[src/rtl/freq_wd_pkg.sv]
// package of constants and types for the frequency select watchdog block
package freq_wd_pkg;
   // =========================================================
   // field widths
   localparam int STRAP_W = 5;
   localparam int NUM_W = 8;
   localparam int DEN_W = 7;
   localparam int COUNT_W = 5;
   // =========================================================
   // reset values
   localparam logic PROG_EN_RST = 1'b0;
   localparam logic OVERRIDE_RST = 1'b0;
   localparam logic [NUM_W-1:0] NUM_RST = 8'h00;
   localparam logic [DEN_W-1:0] DEN_RST = 7'h00;
   // =========================================================
   // formula offset added to numerator and denominator
   localparam logic [8:0] FORMULA_OFFSET = 9'h003;
   // =========================================================
   // timing
   localparam longint CLK_HZ = 25000000;
   localparam longint UNIT_SHORT_MS = 150;
   localparam longint UNIT_LONG_MS = 2500;
   localparam longint UNIT_SHORT_CYC = CLK_HZ / 1000 * UNIT_SHORT_MS;
   localparam longint UNIT_LONG_CYC = CLK_HZ / 1000 * UNIT_LONG_MS;
   localparam int PULSE_CYC = 16;
   localparam int PRESCALE_W = 27;
   // =========================================================
   // watchdog states
   typedef enum logic [1:0] {WD_IDLE, WD_ARMED, WD_COUNT, WD_LOCKED} wd_state_t;
endpackage

[src/rtl/freq_wd_if.sv]
// interface carrying events and busy status between the top and its helpers
`timescale 1ns/1ns
interface freq_wd_if;
   logic tick;
   logic start;
   logic [1:0] pulse_req;
   logic pulse_busy;
   modport top (output start, output pulse_req, input tick, input pulse_busy);
   modport tick_gen (input start, output tick);
   modport pulser (input pulse_req, output pulse_busy);
endinterface

[src/rtl/wd_prescaler.sv]
// prescaler that divides the reference clock into watchdog ticks
`timescale 1ns/1ns
module wd_prescaler #(
   parameter logic [26:0] SHORT_CYC = 27'(freq_wd_pkg::UNIT_SHORT_CYC),
   parameter logic [26:0] LONG_CYC = 27'(freq_wd_pkg::UNIT_LONG_CYC)
)
(
   input wire logic i_mclk,
   input wire logic i_arst_n,
   input wire logic i_long_unit,
   freq_wd_if.tick_gen bus
);
   typedef struct packed
   {
      logic [26:0] cnt;
      logic tick;
   } st_t;
   st_t s_q;
   st_t s_d;
   logic [26:0] limit;
   // =========================================================
   // divider, restarted on each countdown start so the first unit is whole
   always_comb
   begin
      s_d = s_q;
      limit = i_long_unit ? LONG_CYC : SHORT_CYC;
      s_d.tick = 1'b0;
      if (bus.start)
         s_d.cnt = 27'h0000000;
      else if (s_q.cnt >= limit - 27'h0000001)
      begin
         s_d.cnt = 27'h0000000;
         s_d.tick = 1'b1;
      end
      else
         s_d.cnt = s_q.cnt + 27'h0000001;
   end
   always_ff @(posedge i_mclk or negedge i_arst_n)
   begin
      if (!i_arst_n)
         s_q <= '0;
      else
         s_q <= s_d;
   end
   assign bus.tick = s_q.tick;
endmodule

[src/rtl/reset_pulser.sv]
// fixed width reset pulse generator, one pulse per request taken while idle
`timescale 1ns/1ns
module reset_pulser #(
   parameter int WIDTH = freq_wd_pkg::PULSE_CYC
)
(
   input wire logic i_mclk,
   input wire logic i_arst_n,
   freq_wd_if.pulser bus,
   output logic o_reset_n
);
   typedef struct packed
   {
      logic [7:0] cnt;
      logic active;
   } st_t;
   st_t s_q;
   st_t s_d;
   // =========================================================
   // a request during a pulse is merged into it rather than stretching it
   always_comb
   begin
      s_d = s_q;
      if (s_q.active)
      begin
         if (s_q.cnt == 8'(WIDTH - 1))
            s_d.active = 1'b0;
         else
            s_d.cnt = s_q.cnt + 8'h01;
      end
      else if (|bus.pulse_req)
      begin
         s_d.active = 1'b1;
         s_d.cnt = 8'h00;
      end
   end
   always_ff @(posedge i_mclk or negedge i_arst_n)
   begin
      if (!i_arst_n)
         s_q <= '0;
      else
         s_q <= s_d;
   end
   assign o_reset_n = ~s_q.active;
   assign bus.pulse_busy = s_q.active;
endmodule

[src/rtl/freq_select_watchdog_recovery.sv]
// frequency source selection with watchdog and locked recovery mode
//
// Overview of operation
// - programmable off: strap pins when override 0, software choice bits when 1
// - programmable on: cpu frequency from numerator, denominator and gear constant
// - programmable on: gear and ratio from straps (override 0) or choice bits (1)
// - write to numerator or denominator starts a frequency load
// - time-out switches to recovery: straps (choice 0) or recovery values (1)
// - recovery values use override-chosen ratio; writing either starts a load, except while locked, where the write is dropped and no load starts
// - clearing watchdog arm stops timer, reloads count, releases recovery lock
// - arming enables the timer; it counts only after a frequency change
// - time-out issues reset, loads recovery frequency, enters locked mode
// - time-out flag reads 1 after time-out; write 1 clears, 0 does nothing
// - 5-bit count sets period in units; reaching zero sets time-out flag
// - unit select 0 gives 150 ms, 1 gives 2.5 s
// - time-out reset pulse when reset-on-timeout enable is 1, or via the recovery load when reset-on-change enable is 1
// - reset pulse after each frequency change when reset-on-change enable is 1
// - programmable settings for 50 to 248 MHz are accepted unchanged
// - after reset programmable enable and override are 0, straps govern
// - cpu frequency is gear times (numerator+3) over (denominator+3)
`timescale 1ns/1ns
module freq_select_watchdog_recovery #(
   parameter logic [26:0] UNIT_SHORT_CYC = 27'(freq_wd_pkg::UNIT_SHORT_CYC),
   parameter logic [26:0] UNIT_LONG_CYC = 27'(freq_wd_pkg::UNIT_LONG_CYC)
)
(
   input wire logic i_mclk,
   input wire logic i_arst_n,
   input wire logic [4:0] i_strap_pins,
   input wire logic i_prog_enable_wr,
   input wire logic i_prog_enable_val,
   input wire logic i_strap_override_wr,
   input wire logic i_strap_override_val,
   input wire logic i_choice_wr,
   input wire logic [4:0] i_choice_val,
   input wire logic i_cpu_numerator_wr,
   input wire logic [7:0] i_cpu_numerator_val,
   input wire logic i_cpu_denominator_wr,
   input wire logic [6:0] i_cpu_denominator_val,
   input wire logic i_recovery_source_choice,
   input wire logic i_recovery_numerator_wr,
   input wire logic [7:0] i_recovery_numerator_val,
   input wire logic i_recovery_denominator_wr,
   input wire logic [6:0] i_recovery_denominator_val,
   input wire logic i_watchdog_arm,
   input wire logic i_timeout_flag_wr,
   input wire logic i_timeout_flag_val,
   input wire logic [4:0] i_timeout_count,
   input wire logic i_tick_unit_choice,
   input wire logic i_reset_on_timeout_enable,
   input wire logic i_reset_on_change_enable,
   output logic o_prog_active,
   output logic [4:0] o_ratio_select,
   output logic [7:0] o_numerator,
   output logic [6:0] o_denominator,
   output logic [8:0] o_mult_term,
   output logic [8:0] o_div_term,
   output logic o_freq_load,
   output logic o_timeout_flag,
   output logic o_locked,
   output logic [4:0] o_count_left,
   output logic o_prog_enable,
   output logic o_strap_override,
   output logic [4:0] o_choice,
   output logic o_sys_reset_n
);
   // =========================================================
   // state
   typedef struct packed
   {
      logic straps_taken;
      logic [4:0] strap_latch;
      logic prog_en;
      logic override;
      logic [4:0] choice;
      logic [7:0] cpu_num;
      logic [6:0] cpu_den;
      logic [7:0] rec_num;
      logic [6:0] rec_den;
      freq_wd_pkg::wd_state_t wd;
      logic [4:0] count;
      logic flag;
      logic arm_prev;
      logic [4:0] sel_out;
      logic [7:0] num_out;
      logic [6:0] den_out;
      logic prog_out;
      logic load;
      // a setting write is waiting to be applied on the next edge
      logic pend;
   } st_t;
   st_t s_q;
   st_t s_d;
   freq_wd_if link ();
   logic change;
   logic timeout;
   logic rec_wr;
   logic [4:0] ratio_src;
   // =========================================================
   // helpers
   wd_prescaler #(
      .SHORT_CYC(UNIT_SHORT_CYC),
      .LONG_CYC(UNIT_LONG_CYC)
   ) u_prescaler (
      .i_mclk(i_mclk),
      .i_arst_n(i_arst_n),
      .i_long_unit(i_tick_unit_choice),
      .bus(link.tick_gen)
   );
   reset_pulser u_pulser (
      .i_mclk(i_mclk),
      .i_arst_n(i_arst_n),
      .bus(link.pulser),
      .o_reset_n(o_sys_reset_n)
   );
   // =========================================================
   // next state
   always_comb
   begin
      s_d = s_q;
      change = 1'b0;
      timeout = 1'b0;
      rec_wr = 1'b0;
      s_d.load = 1'b0;
      s_d.pend = 1'b0;
      s_d.arm_prev = i_watchdog_arm;
      // straps are caught once, on the first clock after reset release
      if (!s_q.straps_taken)
      begin
         s_d.straps_taken = 1'b1;
         s_d.strap_latch = i_strap_pins;
      end
      // frequency writes are dropped while locked in recovery
      if (s_q.wd != freq_wd_pkg::WD_LOCKED)
      begin
         if (i_prog_enable_wr)
         begin
            s_d.prog_en = i_prog_enable_val;
            change = 1'b1;
         end
         if (i_strap_override_wr)
         begin
            s_d.override = i_strap_override_val;
            change = 1'b1;
         end
         if (i_choice_wr)
         begin
            s_d.choice = i_choice_val;
            change = 1'b1;
         end
         if (i_cpu_numerator_wr)
         begin
            s_d.cpu_num = i_cpu_numerator_val;
            change = 1'b1;
         end
         if (i_cpu_denominator_wr)
         begin
            s_d.cpu_den = i_cpu_denominator_val;
            change = 1'b1;
         end
         if (i_recovery_numerator_wr)
         begin
            s_d.rec_num = i_recovery_numerator_val;
            rec_wr = 1'b1;
            // a recovery write is a frequency change too, so it starts the timer
            change = 1'b1;
         end
         if (i_recovery_denominator_wr)
         begin
            s_d.rec_den = i_recovery_denominator_val;
            rec_wr = 1'b1;
            change = 1'b1;
         end
      end
      // watchdog sequencing
      case (s_q.wd)
         freq_wd_pkg::WD_IDLE:
         begin
            s_d.count = i_timeout_count;
            if (i_watchdog_arm)
               s_d.wd = freq_wd_pkg::WD_ARMED;
         end
         freq_wd_pkg::WD_ARMED:
         begin
            s_d.count = i_timeout_count;
            if (!i_watchdog_arm)
               s_d.wd = freq_wd_pkg::WD_IDLE;
            else if (change)
               s_d.wd = freq_wd_pkg::WD_COUNT;
         end
         freq_wd_pkg::WD_COUNT:
         begin
            if (!i_watchdog_arm)
            begin
               s_d.wd = freq_wd_pkg::WD_IDLE;
               s_d.count = i_timeout_count;
            end
            else if (s_q.count == 5'h00 || (link.tick && s_q.count == 5'h01))
            begin
               timeout = 1'b1;
               s_d.count = 5'h00;
               s_d.wd = freq_wd_pkg::WD_LOCKED;
            end
            else if (link.tick)
               s_d.count = s_q.count - 5'h01;
         end
         freq_wd_pkg::WD_LOCKED:
         begin
            if (!i_watchdog_arm)
            begin
               s_d.wd = freq_wd_pkg::WD_IDLE;
               s_d.count = i_timeout_count;
            end
         end
         default:
            s_d.wd = freq_wd_pkg::WD_IDLE;
      endcase
      // time-out flag: set wins over a same-cycle clear
      if (i_timeout_flag_wr && i_timeout_flag_val)
         s_d.flag = 1'b0;
      if (timeout)
         s_d.flag = 1'b1;
      // ratio source for gear and group ratio follows override
      ratio_src = s_q.override ? s_q.choice : s_q.strap_latch;
      if (timeout)
      begin
         s_d.load = 1'b1;
         if (i_recovery_source_choice)
         begin
            s_d.prog_out = 1'b1;
            s_d.num_out = s_q.rec_num;
            s_d.den_out = s_q.rec_den;
            s_d.sel_out = ratio_src;
         end
         else
         begin
            s_d.prog_out = 1'b0;
            s_d.sel_out = s_q.strap_latch;
         end
      end
      else if (s_q.wd != freq_wd_pkg::WD_LOCKED && (change || !s_q.straps_taken))
      begin
         // settings applied one cycle after the write lands in state;
         // the load strobe is held back so that it rises together with
         // the applied outputs, never one cycle ahead of them
         s_d.pend = s_q.straps_taken;
      end
      else if (s_q.wd != freq_wd_pkg::WD_LOCKED)
      begin
         // a pending write becomes a load pulse in the apply cycle, so the
         // change reset pulse follows the new frequency and not the old one
         s_d.load = s_q.pend;
         s_d.prog_out = s_q.prog_en;
         s_d.sel_out = ratio_src;
         s_d.num_out = s_q.cpu_num;
         s_d.den_out = s_q.cpu_den;
      end
      if (rec_wr && s_q.wd == freq_wd_pkg::WD_LOCKED)
         s_d.load = 1'b1;
   end
   // =========================================================
   // registers
   always_ff @(posedge i_mclk or negedge i_arst_n)
   begin
      if (!i_arst_n)
      begin
         s_q <= '0;
         s_q.prog_en <= freq_wd_pkg::PROG_EN_RST;
         s_q.override <= freq_wd_pkg::OVERRIDE_RST;
         s_q.cpu_num <= freq_wd_pkg::NUM_RST;
         s_q.cpu_den <= freq_wd_pkg::DEN_RST;
         s_q.wd <= freq_wd_pkg::WD_IDLE;
      end
      else
         s_q <= s_d;
   end
   // =========================================================
   // pulse requests: one per time-out, one per frequency change
   assign link.pulse_req[0] = timeout & i_reset_on_timeout_enable;
   assign link.pulse_req[1] = s_q.load & ~timeout & i_reset_on_change_enable;
   assign link.start = (s_q.wd == freq_wd_pkg::WD_ARMED) & change;
   // =========================================================
   // outputs; multiplier terms feed the pll as gear*(n+3)/(m+3)
   // all applied values come straight from flops, so the pll never sees a
   // half-written numerator and denominator pair within one cycle
   assign o_prog_active = s_q.prog_out;
   assign o_ratio_select = s_q.sel_out;
   assign o_numerator = s_q.num_out;
   assign o_denominator = s_q.den_out;
   assign o_mult_term = {1'b0, s_q.num_out} + freq_wd_pkg::FORMULA_OFFSET;
   assign o_div_term = {2'b00, s_q.den_out} + freq_wd_pkg::FORMULA_OFFSET;
   assign o_freq_load = s_q.load;
   assign o_timeout_flag = s_q.flag;
   assign o_locked = (s_q.wd == freq_wd_pkg::WD_LOCKED);
   assign o_count_left = s_q.count;
   assign o_prog_enable = s_q.prog_en;
   assign o_strap_override = s_q.override;
   assign o_choice = s_q.choice;
endmodule

[config.mk]
export PLATFORM = sky130hd
export DESIGN_NAME = freq_select_watchdog_recovery
export DESIGN_NICKNAME = d
export VERILOG_FILES = /design/src/rtl/freq_wd_pkg.sv /design/src/rtl/freq_wd_if.sv /design/src/rtl/wd_prescaler.sv /design/src/rtl/reset_pulser.sv /design/src/rtl/freq_select_watchdog_recovery.sv
export SDC_FILE = /design/constraint.sdc
export NUM_CORES = 1
export LEC_CHECK = 0
export BUFFER_PORTS_ARGS = -buffer_cell sky130_fd_sc_hd__buf_4
export CAP_MARGIN = 15
export CORE_ASPECT_RATIO = 1.2
export CORE_MARGIN = 4
export CORE_UTILIZATION = 40
export CTS_CLUSTER_DIAMETER = 100
export DETAILED_ROUTE_END_ITERATION = 7
export PLACE_DENSITY = 0.62
export SYNTH_ARGS = -nofsm -noshare
export SYNTH_HDL_FRONTEND = slang
export SYNTH_HIERARCHICAL = 1
export SYNTH_SLANG_ARGS = --single-unit
[constraint.sdc]
create_clock -name i_mclk -period 6.3 [get_ports i_mclk]
set_clock_uncertainty 0.15 [all_clocks]
set_input_delay 1.575 -clock i_mclk [delete_from_list [all_inputs] [get_ports i_mclk]]
set_output_delay 1.575 -clock i_mclk [all_outputs]
set_load 0.005 [all_outputs]
==> summary by stage <==
Outcome
The flow ran to the end, and the final reports show no timing, DRC or antenna violations.

Drt
Once detail routing completed, the nets flagged for antenna violations numbered 0. Dividing the detail-routed wire length by the instance count gives around 17 um. The final layout contains routed wiring with a total length of 14,220 um. The count of TritonRoute iterations in the first routing pass is 4. The post-detailed-route via-to-cell ratio is roughly 5.3. After detailed routing, the number of remaining DRC violations is 0. After the first detailed-routing iteration, the DRC count stood at roughly 250. For this block, the via count after detailed routing is between 4,000 and 5,000.

Synthesis
The commonest cells after synthesis are 111 x sky130_fd_sc_hd__dfrtp_1, 50 x sky130_fd_sc_hd__mux2_2, 33 x sky130_fd_sc_hd__nand2_1. The share of flip-flops with an asynchronous set or reset after synthesis is 100.0%. The post-synth design cell area is just over 0.006 mm2.

The largest area contributor in the synthesized netlist is sky130_fd_sc_hd__dfrtp_1. In the synthesized netlist the dominant register cell turns out to be sky130_fd_sc_hd__dfrtp_1. The share of the Yosys chip area taken by registers is a little under half. The fraction of post-synthesis cell area in the top cell type by area is 45.23%. Averaged over all synthesized cells, the footprint is 11.08 um2. In this run, synthesis produced a sequential element count of about 110.

Counting flops with a built-in enable in the synthesized netlist gives 0. The number of nets in the synthesized netlist is 634. Yosys printed 6 warnings. The most common cell in the netlist is sky130_fd_sc_hd__dfrtp_1. In the post-synthesis netlist, the biggest area contributors are sky130_fd_sc_hd__dfrtp_1 45%, sky130_fd_sc_hd__mux2_2 9.2%, sky130_fd_sc_hd__buf_4 3.9%. Synthesis handed over a netlist of roughly 550 instances. The count of distinct cell types in the synthesized netlist is 63.

Critical path
The worst setup path is launched from an input port. The endpoint arrival time on the critical path is around 3.9 ns. The worst setup path is of the input port to flip-flop kind.

The standard cell with the maximum stage delay on the critical path is sky130_fd_sc_hd__a21o_1. The data required time of the worst path is approximately 6.4 ns. STA classifies the critical path endpoint as a flip-flop. The critical path ends at u_prescaler/s_q[3].

The largest fanout of any net on the critical path is 17. The number of cells on the worst reg-to-reg path is 7. The destination of the worst register-to-register timing path is u_prescaler/s_q[3]. In this run the worst setup path begins at i_tick_unit_choice. The critical register-to-register path startpoint is u_prescaler/s_q[25].

The worst setup slack for register-to-register paths is 3.53 ns. Walking the worst path, the cells encountered are buf_4 > inv_1 > ha_1 > nor4bb_1 > nand3_1 > nor3_1 > a21o_1 > buf_4 > nor3_1. The worst stage delay on the critical path is approximately 0.71 ns.

Min path
In this run the worst hold path is classified as flip-flop to flip-flop. The worst hold path was traced through 2 stages.

STA
The maximum frequency from static timing analysis is 262.1 MHz. The post-route clock period utilization is 60.57%. The number of endpoints with negative hold slack in the final report came to 0.

The worst hold margin is between 0.3 and 0.4 ns. Setup repair after global routing left no endpoint under its margin. The total of endpoints with negative setup slack in the final report is 0. The worst slew slack as a fraction of its limit is 38.89%. In the final timing run, aggregate negative setup slack is 0 ns.

Subtracting the final worst setup slack from the clock period gives around 3.8 ns. The transition time of the tightest slew-check pin is 0.9167 ns. The max-slew violation count is 0.

Place
At the end of routability-driven placement, the weighted congestion stood at 0.8611. The total placed cells including tap cells is approximately 800. Summed over all nets, the half-perimeter wirelength after detailed placement is about 10,000 um.

During placement, the flow inserted port buffers numbering between 100 and 150.

Finish
For this run, the number of standard cells in the final layout without fillers is between 800 and 900. The final layout contains 702 nets. The repair_antennas step left the layout with diodes totalling 0. The area added between synthesis and finish is 16.56%. The number of fill cells in the layout is between 1,000 and 1,500. In the final layout, the share of cells above drive strength 1 is a little over a third. The post-route core utilization is 47.66%.

Pwr
The leakage power is 3.349 nW. Dividing total power by cell area gives a power density of 262.4 mW/mm2. IR analysis of the VDD net gives a maximum drop of about 0.15 mV.

CTS
Buffers added to address setup during post-CTS repair amount to 0. The clock tree synthesis step divided the H-tree into 3 levels. The clock net in this run drives a total of between 100 and 150 sinks.

The TritonCTS clock tree is yes. At the later pin of the worst-skew pair, clock insertion delay measures around 0.35 ns. The number of buffers created by CTS is 9. The number of gates resized after cts is 0.

Clock-pin slew was measured on the worst setup and hold paths at about 0.080 ns. No sink is reached through more buffers than the 2 on the longest clock path. The tree is rooted in a sky130_fd_sc_hd__clkbuf_16. The number of hold buffers added after CTS was 0.

Global routing
The via count of the first global-routing pass is roughly 4,500. The initial antenna violation count came to 0. The first global-routing pass estimated 22,960 um of wire.

For this run, the total global-route usage over all layers was measured as approximately 16%. The maximum number of pins on one net before global-route repair is about 70. Global routing finished with a remaining overflow of 0.

Die
The region available for standard cell placement spans 0.01502 mm2. The die covers ~0.017 mm2. The height of the die is between 100 and 150 um. For this design the top-level I/O count stands at roughly 120. The row count is 49. The floorplan die width is about 120 um.

The initial cell density of the core is 40.88%.

Flow run
Across the run, the number of max-cap violations was 0.
## how the worst min path moves through the flow
stage / start / endpoint / slack (ns)
6_report: s_q[0] / o_freq_load / 0.33
3_5_place_dp: s_q[0] / o_freq_load / 0.33
4_1_cts: s_q[0] / o_freq_load / 0.34
3_3_place_gp: o_timeout_flag / o_timeout_flag / 0.32
5_1_grt: s_q[59] / s_q[59] / 0.36
2_1_floorplan: s_q[0] / o_freq_load / 0.27
## cell usage in the layout, fill, tap and decap left out, types with 9 or more instances in the layout
master | synthesis | routed
sky130_fd_sc_hd__a221o_1 | 15 | 15
sky130_fd_sc_hd__nand2_1 | 33 | 33
sky130_fd_sc_hd__and3_1 | 27 | 27
sky130_fd_sc_hd__o21ai_0 | 11 | 11
sky130_fd_sc_hd__buf_4 | 32 | 119
sky130_fd_sc_hd__nor2_1 | 16 | 15
sky130_fd_sc_hd__nor3_1 | 13 | 13
sky130_fd_sc_hd__xor2_1 | 14 | 14
sky130_fd_sc_hd__nor3_2 | 22 | 22
sky130_fd_sc_hd__clkbuf_16 | 0 | 9
sky130_fd_sc_hd__dfrtp_1 | 111 | 111
sky130_fd_sc_hd__a21oi_1 | 13 | 13
sky130_fd_sc_hd__xnor2_1 | 22 | 22
sky130_fd_sc_hd__nand3_1 | 16 | 16
sky130_fd_sc_hd__mux2_2 | 50 | 50
sky130_fd_sc_hd__ha_1 | 17 | 17
sky130_fd_sc_hd__inv_1 | 16 | 16
## power by group
| part | switching, mW | leakage, nW | total [mW] | internal [mW] |
|---|---|---|---|---|
| Combinational | 0.161 | 1.80 | 0.377 | 0.216 |
| Clock | 0.266 | 0.147 | 0.577 | 0.311 |
| Sequential | 0.112 | 1.40 | 0.924 | 0.811 |
| Total | 0.539 | 3.35 | 1.88 | 1.34 |
## metrics by stage
step	setup slack, ns	instance area, um2	power (mW)
after floorplan	2.871	6141	1.163
after global placement	2.237	6863	1.300
after detailed placement	2.108	6863	1.318
after CTS	2.491	7158	1.897
after global routing	2.246	7158	1.980
final	2.484	7158	1.878
## worst max-delay path, delay by kind of cell
family	cells	cell delay, ns
compound gates	1	0.71
fa+ha+maj	1	0.34
simple gates	4	0.67
buf+inv	3	0.56
## cell families after synthesis
kind of cell / after synthesis / share of synthesized area [%]
flops: 111 / 45.23
mux: 59 / 10.84
other cells: 2 / 0.1223
xor+xnor: 36 / 5.134
buf+inv: 78 / 7.967
compound gates: 73 / 8.700
fa+ha+maj: 17 / 3.464
simple gates: 178 / 18.54
## sequential cells by signal, indices dropped and copies added (netlist names), 5 cells and up
| register | count |
|---|---|
| o_count_left | 5 |
| o_denominator | 7 |
| u_pulser/s_q | 8 |
| s_q | 39 |
| o_ratio_select | 5 |
| u_prescaler/s_q | 27 |
| o_numerator | 8 |
| o_choice | 5 |
## metal layers
| metal | vias to the layer above | global-route usage, % | share of wire, % |
|---|---|---|---|
| met4 | 0 | 5.310 | 2.0 |
| met2 | 110 | 27.58 | 48 |
| met1 | 2194 | 20.83 | 44 |
| li1 | 2090 | - | - |
| met5 | - | 0 | 0 |
| met3 | 17 | 3.858 | 5.6 |
## area by class of cell
cell class / count / area, um2 / share of cell area (%)
inverters: 16 / 60.06 / 0.8390
well taps: 204 / 255.2 / 3.566
repair buffers: 119 / 893.4 / 12.48
clock inverters: 6 / 66.31 / 0.9264
multi-input cells: 365 / 2877 / 40.19
flip-flops and latches: 111 / 2778 / 38.80
clock buffers: 10 / 229.0 / 3.199
(Power assumes the default switching activity.)
